**config.mk**
```make
export PLATFORM = sky130hd
export DESIGN_NAME = rgd_decoder
export DESIGN_NICKNAME = d
export VERILOG_FILES = /design/src/include/rgd_pkg.sv /design/src/include/rgd_chan_if.sv /design/src/logic/rgd_channel.sv /design/src/logic/rgd_decoder.sv
export SDC_FILE = /design/constraint.sdc
export NUM_CORES = 2
export LEC_CHECK = 0
export BUFFER_PORTS_ARGS = -buffer_cell sky130_fd_sc_hd__clkbuf_2
export CAP_MARGIN = 20
export CORE_MARGIN = 1.5
export CORE_UTILIZATION = 30
export DETAILED_ROUTE_END_ITERATION = 12
export HOLD_SLACK_MARGIN = 0.1
export PLACE_DENSITY_LB_ADDON = 0.08
export SETUP_SLACK_MARGIN = 0.02
export SLEW_MARGIN = 20
export SYNTH_ARGS = -nofsm -noshare
export SYNTH_HDL_FRONTEND = slang
export SYNTH_SLANG_ARGS = --single-unit
```
**constraint.sdc**
```tcl
create_clock -name clk_sys -period 16.5 [get_ports clk_sys]
set_input_delay 3.3 -clock clk_sys [delete_from_list [all_inputs] [get_ports clk_sys]]
set_output_delay 3.3 -clock clk_sys [all_outputs]
set_load 0.01 [all_outputs]
```
**src/include/rgd_pkg.sv**
```systemverilog
// shared constants and types of the red/green block texture decoder
// assumes one clock domain; fixed-point results use 1.0 = 2^14
package rgd_pkg;

  // texture formats, as presented with each request
  typedef enum logic [1:0] {
    unsigned_one_channel_format = 2'h0,
    signed_one_channel_format = 2'h1,
    unsigned_two_channel_format = 2'h2,
    signed_two_channel_format = 2'h3
  } rgd_fmt_e;

  // decoder sequence
  typedef enum logic [2:0] {
    RGD_IDLE,
    RGD_FETCH,
    RGD_WAIT,
    RGD_DECODE,
    RGD_OUT
  } rgd_state_e;

  // block geometry
  localparam int unsigned RGD_BLK_DIM = 4;               // texels per block side
  localparam int unsigned RGD_BLK_SHIFT = 2;             // log2 of block side
  localparam int unsigned RGD_BS1_SHIFT = 3;             // 8-byte block, one channel
  localparam int unsigned RGD_BS2_SHIFT = 4;             // 16-byte block, two channels
  localparam int unsigned RGD_HALF_BITS = 64;            // bits per channel half
  localparam int unsigned RGD_IDX_LSB = 16;              // index vector starts after two endpoint bytes
  localparam int unsigned RGD_CODE_W = 3;                // selector width

  // interpolation
  localparam logic [3:0] RGD_DIV7 = 4'h7;                // eight-value mode divisor
  localparam logic [3:0] RGD_DIV5 = 4'h5;                // six-value mode divisor
  localparam logic [8:0] RGD_U_SCALE = 9'hff;            // unsigned endpoint full scale
  localparam logic [8:0] RGD_S_SCALE = 9'h7f;            // signed endpoint full scale
  localparam logic signed [9:0] RGD_S_MOST_NEG = -10'sd128;
  localparam logic signed [9:0] RGD_S_CLAMP = -10'sd127; // -128 unpacks like -127
  localparam int unsigned RGD_FRAC = 14;                 // fraction bits of a result
  localparam logic signed [15:0] RGD_ONE = 16'sh4000;    // +1.0
  localparam logic signed [15:0] RGD_NEG_ONE = -16'sh4000; // -1.0
  localparam logic signed [15:0] RGD_ZERO = 16'sh0000;   // 0.0

  // reset values
  localparam logic [31:0] RGD_RST_WORD = 32'h0000_0000;
  localparam logic [127:0] RGD_RST_BLK = 128'h0;
  localparam logic [1:0] RGD_RST_SYNC = 2'h0;

  // whole state of the top module apart from its reset synchroniser
  typedef struct packed {
    rgd_state_e st;
    rgd_fmt_e fmt;
    logic [1:0] rx;
    logic [1:0] ry;
    logic [31:0] addr;
    logic [31:0] img_bytes;
    logic [127:0] blk;
    logic signed [15:0] r;
    logic signed [15:0] g;
  } rgd_top_s;

endpackage

```
**src/include/rgd_chan_if.sv**
```systemverilog
// carrier between the decoder sequence and one channel decoder
// assumes the channel decoder is purely combinational
`timescale 1ns/1ps
`default_nettype none
interface rgd_chan_if;
  logic [63:0] blk;         // one 64-bit channel half, byte 0 in bits 7:0
  logic [1:0] rx;           // texel column inside block
  logic [1:0] ry;           // texel row inside block
  logic sgn;                // endpoints are two's complement
  logic signed [15:0] val;  // decoded channel, 1.0 = 2^14

  modport src (output blk, output rx, output ry, output sgn, input val);
  modport dec (input blk, input rx, input ry, input sgn, output val);
endinterface
`default_nettype wire

```
**src/logic/rgd_channel.sv**
```systemverilog
// one channel decoder: endpoints, selector and interpolation of a 64-bit half
// assumes inputs are held stable by the caller; result is combinational
`timescale 1ns/1ps
`default_nettype none
module rgd_channel (
  rgd_chan_if.dec ch
);
  import rgd_pkg::*;

  logic [7:0] e0_raw;           // first endpoint byte
  logic [7:0] e1_raw;           // second endpoint byte
  logic [47:0] idx_bits;        // little-endian index vector
  logic [2:0] code;             // selector of this texel
  logic [5:0] pos;              // lsb of selector in index vector
  logic eight_mode;             // first endpoint exceeds second
  logic signed [9:0] e0;        // unpacked endpoint numerators
  logic signed [9:0] e1;
  logic [3:0] w0;               // endpoint weights
  logic [3:0] w1;
  logic signed [15:0] num;      // weighted sum
  logic [24:0] mag;             // |num| scaled to fraction bits
  logic [24:0] quo;             // rounded quotient
  logic neg;                    // sum is negative

  // endpoint bytes first, then six index bytes, lowest address least significant
  assign e0_raw = ch.blk[7:0];
  assign e1_raw = ch.blk[15:8];
  assign idx_bits = ch.blk[RGD_IDX_LSB +: 48];
  // selector sits at bits 3*(4y+x)+2..3*(4y+x)
  assign pos = 6'(RGD_CODE_W * {ch.ry, ch.rx});
  assign code = idx_bits[pos +: RGD_CODE_W];

  // mode compare on raw bytes; signed pair -127/-128 takes the eight-value side
  assign eight_mode = ch.sgn ? ($signed(e0_raw) > $signed(e1_raw)) : (e0_raw > e1_raw);

  // unpack numerators: unsigned over 255, signed over 127 with -128 held at -1.0
  always_comb begin
    e0 = ch.sgn ? 10'($signed(e0_raw)) : $signed({2'b00, e0_raw});
    e1 = ch.sgn ? 10'($signed(e1_raw)) : $signed({2'b00, e1_raw});
    if (ch.sgn && (e0 == RGD_S_MOST_NEG)) begin
      e0 = RGD_S_CLAMP;
    end
    if (ch.sgn && (e1 == RGD_S_MOST_NEG)) begin
      e1 = RGD_S_CLAMP;
    end
  end

  // weights per selector; endpoints use the full divisor on one side
  always_comb begin
    w0 = 4'h0;
    w1 = 4'h0;
    if (code == 3'h0) begin
      w0 = eight_mode ? RGD_DIV7 : RGD_DIV5;
    end else if (code == 3'h1) begin
      w1 = eight_mode ? RGD_DIV7 : RGD_DIV5;
    end else if (eight_mode) begin
      w0 = 4'(4'h8 - {1'b0, code});
      w1 = 4'({1'b0, code} - 4'h1);
    end else begin
      w0 = 4'(4'h6 - {1'b0, code});
      w1 = 4'({1'b0, code} - 4'h1);
    end
  end

  // weighted sum and its magnitude in fraction units
  always_comb begin
    // operands widened to 16 bits first so the product cannot wrap at 10 bits
    num = ($signed({12'h000, w0}) * 16'(e0)) + ($signed({12'h000, w1}) * 16'(e1));
    neg = num[15];
    mag = neg ? 25'(-num) << RGD_FRAC : 25'(num) << RGD_FRAC;
  end

  // rounded divide by divisor times scale, four constant cases
  always_comb begin
    unique case ({eight_mode, ch.sgn})
      2'b10: quo = 25'((mag + 25'(7 * 255 / 2)) / 25'(7 * 255));
      2'b11: quo = 25'((mag + 25'(7 * 127 / 2)) / 25'(7 * 127));
      2'b00: quo = 25'((mag + 25'(5 * 255 / 2)) / 25'(5 * 255));
      2'b01: quo = 25'((mag + 25'(5 * 127 / 2)) / 25'(5 * 127));
    endcase
  end

  // six-value mode ends in channel minimum and maximum
  always_comb begin
    if (!eight_mode && (code == 3'h6)) begin
      ch.val = ch.sgn ? RGD_NEG_ONE : RGD_ZERO;
    end else if (!eight_mode && (code == 3'h7)) begin
      ch.val = RGD_ONE;
    end else begin
      ch.val = neg ? -$signed(quo[15:0]) : $signed(quo[15:0]);
    end
  end
endmodule
`default_nettype wire

```
**src/logic/rgd_decoder.sv**
```systemverilog
// top of the red/green block texture decoder: request, block fetch, decode, result
// assumes a memory port that returns one whole block per read, byte 0 in bits 7:0,
// and a requester that holds its request fields while req_valid is high
`timescale 1ns/1ps
`default_nettype none
// Function
// - image is raster of 4x4 blocks, 64/128 bits
// - texels outside small images are don't-care
// - block 8 or 16 bytes; image size product
// - block offset from block row and column
// - texel found by x mod 4, y mod 4
// - block: endpoint, endpoint, six index bytes
// - index bytes assembled little-endian, 48 bits
// - selector is three bits at 3*(4y+x)
// - first greater: eight values, divide by seven
// - otherwise six values plus minimum and maximum
// - unsigned one channel gives (R,0,0,1)
// - signed formats compare two's complement endpoints
// - signed unpack over 127, -128 is -1
// - pair -127/-128 may pick either mode
// - two channel: first half red, second green
// - unsigned two channel gives (R,G,0,1)
// - signed two channel uses signed halves
module rgd_decoder (
  input wire logic clk_sys,
  input wire logic rst_n,
  // decode request
  input wire logic req_valid,
  output logic req_ready,
  input wire rgd_pkg::rgd_fmt_e req_fmt,
  input wire logic [31:0] req_base,
  input wire logic [15:0] req_width,
  input wire logic [15:0] req_height,
  input wire logic [15:0] req_x,
  input wire logic [15:0] req_y,
  // block read from memory
  output logic mem_valid,
  input wire logic mem_ready,
  output logic [31:0] mem_addr,
  output logic mem_wide,
  input wire logic mem_rsp_valid,
  input wire logic [127:0] mem_rsp_data,
  // decoded texel
  output logic out_valid,
  input wire logic out_ready,
  output logic signed [15:0] out_r,
  output logic signed [15:0] out_g,
  output logic signed [15:0] out_b,
  output logic signed [15:0] out_a,
  output logic [31:0] out_img_bytes
);
  import rgd_pkg::*;

  logic [1:0] rst_sync_ff;       // reset release synchroniser
  logic rst_int_n;               // synchronised reset
  rgd_top_s st_ff;               // registered state
  rgd_top_s nxt_st;              // next state
  logic [31:0] blk_cols;         // blocks per row, ceil(w/4)
  logic [31:0] blk_rows;         // blocks per column, ceil(h/4)
  logic [31:0] blk_index;        // raster index of the block
  logic [31:0] blk_offset;       // byte offset of the block
  logic [31:0] img_size;         // total image bytes
  logic req_two;                 // request is a two-channel format
  logic st_two;                  // held format is two-channel
  logic st_sgn;                  // held format is signed

  rgd_chan_if red_if ();         // first half, red
  rgd_chan_if green_if ();       // second half, green

  // reset asserts at once and releases after two clock edges
  always_ff @(posedge clk_sys or negedge rst_n) begin
    if (!rst_n) begin
      rst_sync_ff <= RGD_RST_SYNC;
    end else begin
      rst_sync_ff <= {rst_sync_ff[0], 1'b1};
    end
  end
  assign rst_int_n = rst_sync_ff[1];

  // format decode of request and of held state
  assign req_two = (req_fmt == unsigned_two_channel_format) || (req_fmt == signed_two_channel_format);
  assign st_two = (st_ff.fmt == unsigned_two_channel_format) || (st_ff.fmt == signed_two_channel_format);
  assign st_sgn = (st_ff.fmt == signed_one_channel_format) || (st_ff.fmt == signed_two_channel_format);

  // block geometry of the request; height is only used for the image size,
  // so texels past a small image's edge simply decode whatever the block holds
  always_comb begin
    blk_cols = (32'(req_width) + 32'(RGD_BLK_DIM - 1)) >> RGD_BLK_SHIFT;
    blk_rows = (32'(req_height) + 32'(RGD_BLK_DIM - 1)) >> RGD_BLK_SHIFT;
    blk_index = 32'(blk_cols * 32'(req_y >> RGD_BLK_SHIFT)) + 32'(req_x >> RGD_BLK_SHIFT);
    if (req_two) begin
      blk_offset = blk_index << RGD_BS2_SHIFT;
      img_size = 32'(blk_cols * blk_rows) << RGD_BS2_SHIFT;
    end else begin
      blk_offset = blk_index << RGD_BS1_SHIFT;
      img_size = 32'(blk_cols * blk_rows) << RGD_BS1_SHIFT;
    end
  end

  // channel decoders see the held block and in-block position
  assign red_if.blk = st_ff.blk[RGD_HALF_BITS - 1:0];
  assign green_if.blk = st_ff.blk[2 * RGD_HALF_BITS - 1:RGD_HALF_BITS];
  assign red_if.rx = st_ff.rx;
  assign red_if.ry = st_ff.ry;
  assign green_if.rx = st_ff.rx;
  assign green_if.ry = st_ff.ry;
  assign red_if.sgn = st_sgn;
  assign green_if.sgn = st_sgn;

  // red channel decoder
  rgd_channel u_red (
    .ch (red_if)
  );

  // green channel decoder, same logic as red
  rgd_channel u_green (
    .ch (green_if)
  );

  // sequence: take request, read block, decode, hold result
  always_comb begin
    nxt_st = st_ff;
    unique case (st_ff.st)
      RGD_IDLE: begin
        // latch format, position and address
        if (req_valid) begin
          nxt_st.fmt = req_fmt;
          nxt_st.rx = req_x[1:0];
          nxt_st.ry = req_y[1:0];
          nxt_st.addr = req_base + blk_offset;
          nxt_st.img_bytes = img_size;
          nxt_st.st = RGD_FETCH;
        end
      end
      RGD_FETCH: begin
        // read request held until memory takes it
        if (mem_ready) begin
          nxt_st.st = RGD_WAIT;
        end
      end
      RGD_WAIT: begin
        // one-channel blocks use only the low 64 bits
        if (mem_rsp_valid) begin
          if (st_two) begin
            nxt_st.blk = mem_rsp_data;
          end else begin
            nxt_st.blk = {64'h0, mem_rsp_data[RGD_HALF_BITS - 1:0]};
          end
          nxt_st.st = RGD_DECODE;
        end
      end
      RGD_DECODE: begin
        // capture the channels; green is zero for one-channel formats
        nxt_st.r = red_if.val;
        nxt_st.g = st_two ? green_if.val : RGD_ZERO;
        nxt_st.st = RGD_OUT;
      end
      RGD_OUT: begin
        // result held until taken
        if (out_ready) begin
          nxt_st.st = RGD_IDLE;
        end
      end
    endcase
  end

  // state register on the synchronised reset
  always_ff @(posedge clk_sys or negedge rst_int_n) begin
    if (!rst_int_n) begin
      st_ff.st <= RGD_IDLE;
      st_ff.fmt <= unsigned_one_channel_format;
      st_ff.rx <= 2'h0;
      st_ff.ry <= 2'h0;
      st_ff.addr <= RGD_RST_WORD;
      st_ff.img_bytes <= RGD_RST_WORD;
      st_ff.blk <= RGD_RST_BLK;
      st_ff.r <= RGD_ZERO;
      st_ff.g <= RGD_ZERO;
    end else begin
      st_ff <= nxt_st;
    end
  end

  // handshakes from state; data from registers, blue and alpha constant
  assign req_ready = (st_ff.st == RGD_IDLE);
  assign mem_valid = (st_ff.st == RGD_FETCH);
  assign mem_addr = st_ff.addr;
  assign mem_wide = st_two;
  assign out_valid = (st_ff.st == RGD_OUT);
  assign out_r = st_ff.r;
  assign out_g = st_ff.g;
  assign out_b = RGD_ZERO;
  assign out_a = RGD_ONE;
  assign out_img_bytes = st_ff.img_bytes;
endmodule
`default_nettype wire

```
==> results.sh <==
export IMPL_synth_top_cells_by_count="nand2_1, nor2_1, a21oi_1, inv_1, xnor2_1"
export IMPL_area_growth_pct=53.85
export IMPL_min_period_ns=25.63
export IMPL_violations="setup timing"
export IMPL_cpPeakStageDelay_ns=0.60
export IMPL_critPathSlowestCell="mux4_2"
export IMPL_maxSlewHeadroom_pct=28.89
export IMPL_muxShareOfSynthArea_pct=5.827
export IMPL_die_x_um=598.5
export IMPL_skew_ns=0.06323
export IMPL_cts_htree_levels=1
export IMPL_core_area_sq_mm=0.3527
export IMPL_nNetsFinal=21450
export IMPL_slew_violations=0
export IMPL_avgSynthCellArea_sq_um=7.303
export IMPL_ios=364
export IMPL_end_kind="flop"
export IMPL_synth_most_common_cell="nand2_1"
export IMPL_cts_clk_slew_worst_paths_ns=0.06
export IMPL_synth_fa_ha_area_share_pct=14.33
export IMPL_die_h_um=598.5
export IMPL_synth_top_area_share_pct=8.656
export IMPL_fmax_mhz=39.01
export IMPL_r2r_cells=126
export IMPL_grt_ovfl_total=0
export IMPL_drc=0
export IMPL_ant_nets=0
export IMPL_dieArea_sq_mm=0.3582
export IMPL_via_count=130900
export IMPL_ys_ff_latch=232
export IMPL_grt_pass1_vias=129400
export IMPL_pre_cts_ws_ns=-10.09
export IMPL_gp_congestion=0.9345
export IMPL_root_buffer="clkbuf_16"
export IMPL_grt_max_degree=105
export IMPL_worstPathRequired_ns=17.07
export IMPL_antenna_found_initial=11
export IMPL_r2r_start="green_if.rx[0]"
export IMPL_ys_warn_count=0
export IMPL_drv_cap=0
export IMPL_grt_pass1_wl_um=726800
export IMPL_viasPerCell=5.231
export IMPL_r2r_end="out_r[12]"
export IMPL_post_route_period_util_pct=155.4
export IMPL_io_buffers=328
export IMPL_clock_sinks=232
export IMPL_drt_iter0_drc=7764
export IMPL_grt_total_usage_pct=24.86
export IMPL_core_rowCount=218
export IMPL_stdcell_count=25030
export IMPL_yosysTopAreaCell="fa_1"
export IMPL_detail_route_wl_per_cell_um=18.49
export IMPL_initial_utilization_pct=30.16
export IMPL_drive_gt1_share_pct=41.26
export IMPL_cts_tree="done"
export IMPL_synth_edf_count=0
export IMPL_netlist_area_sq_mm=0.1064
export IMPL_synth_top_cells_by_area="fa_1, xnor2_1, nand2_1"
export IMPL_yosysUniqueCellTypes=217
export IMPL_clockBufferDepth=3
export IMPL_wirelength_um=462900
export IMPL_r2r_setup_slack_ns=-9.13
export IMPL_status="complete, but fails checks"
export IMPL_fin_ws_ns=-9.134
export IMPL_holdBufCountCts=0
export IMPL_synth_top_family_by_area="compound AO/OA/AOI/OAI gates"
export IMPL_hold_viol_final=0
export IMPL_synthXorXnorAreaFrac_pct=9.303
export IMPL_start_kind="flop"
export IMPL_dp_hpwl_um=391400
export IMPL_seq_area_frac_synth_pct=5.457
export IMPL_crit_type="flop to flop"
export IMPL_yosys_area_share_simple_pct=26.66
export IMPL_cts_buffers=31
export IMPL_hp_class="flop to asynchronous set/reset pin"
export IMPL_timing_setup_tns_ns=-283.28
export IMPL_placedCellCount=24730
export IMPL_worstPathArrival_ns=26.21
export IMPL_fill_cells=36410
export IMPL_cpMostUsedCell="ha_4"
export IMPL_ys_flop_type="dfrtp_1"
export IMPL_clk_latency_ns=0.74
export IMPL_synthArstFlopShare_pct=100.0
export IMPL_rsz0062_at_grt="true"
export IMPL_finalSetupViolCount=32
export IMPL_synth_compound_area_share_pct=31.20
export IMPL_netlist_instances=14570
export IMPL_cp_max_fo=8
export IMPL_drt_pass1_iter_count=6
export IMPL_worstMarginPinSlew_ns=1.063
-- cells in the final DEF, fill, tap and decap left out, types with 225 or more instances in the layout --
cell	count
xor2_1	240
mux2i_1	280
dfrtp_1	229
o211ai_1	225
inv_1	775
buf_4	5968
o21ai_0	692
nand2_1	1567
nor2_1	1107
nor3_1	413
nand3_1	482
fa_1	456
and2_1	256
a21oi_1	729
clkbuf_2	327
ha_1	404
xnor2_1	728
-- worst max-delay path by stage --
stage	start	to	slack, ns	cells past startpoint
after CTS	green_if.rx[0]	out_r[14]	-9.16	128
after global routing	green_if.rx[0]	out_r[12]	-10.29	128
after detailed placement	red_if.blk[9]	out_r[14]	-10.09	116
after floorplan	green_if.rx[0]	out_r[14]	-10.59	142
final	green_if.rx[0]	out_r[12]	-9.13	126
after global placement	red_if.blk[9]	out_r[14]	-10.09	117
-- kinds of logic (layout without fill, tap and decap cells) --
kind of cell / count (synthesis) / after routing
fa+ha+maj: 943 / 943
xor+xnor: 1078 / 1078
buf+inv: 1616 / 7318
simple gates: 5593 / 5593
compound gates: 4554 / 4554
mux: 548 / 548
other cells: 2 / 37
flops: 232 / 232
-- state kept, by name, indices dropped and copies added, names as in the netlist, 5 cells and up --
name and count:
green_if.blk 64, mem_addr 32, out_g 16, out_img_bytes 29
out_r 16, red_if.blk 64, st_ff 5
-- through the flow --
stage               instance area [sq um]  hold slack (ns)  utilization, %
floorplan                          109200           0.3312               -
global placement                   156100           0.3239           44.26
detailed placement                 156100           0.3143           44.26
CTS                                159400           0.2818           45.19
global route                       163700           0.3269           46.41
finish                             163700           0.2727           46.41
-- worst max-delay path, delay by kind of cell, from the launching register on --
family          cells  cell delay (ns)
xor+xnor            5             0.95
flops               1             0.36
simple gates       31             5.16
fa+ha+maj          17             4.73
mux                 5             1.83
buf+inv            26             3.20
compound gates     42             9.17
-- cell type report --
cell class | instances | area [sq um] | share of cell area [%]
timing repair buffer | 6400 | 48010 | 29.33
multi-input combinational | 12750 | 99520 | 60.80
tap | 4730 | 5918 | 3.616
sequential | 232 | 5814 | 3.552
clock inverter | 19 | 275.3 | 0.1682
clock buffer | 36 | 834.6 | 0.5099
antenna | 1 | 2.502 | 0.001529
timing repair inverter | 1 | 7.507 | 0.004587
inverter | 862 | 3294 | 2.013
-- routing by layer --
metal  up-vias  GRT usage (%)  wire length [um]
met3       337          1.627             16430
li1      65560              -                 -
met2      2444          42.76            217600
met1     62590          34.40            220700
met5         -              0                45
met4         6          3.981              8134
-- timing repair --
item,4_1_cts,5_1_grt
hold endpoints to repair,0,0
setup endpoints to repair,32,32
setup buffers,95,164
cloned,5,1
pin swaps,116,298
resized for setup,289,617
Power is not shown: default switching activity piles up to over one toggle a cycle in this logic, so the estimate is an artifact.
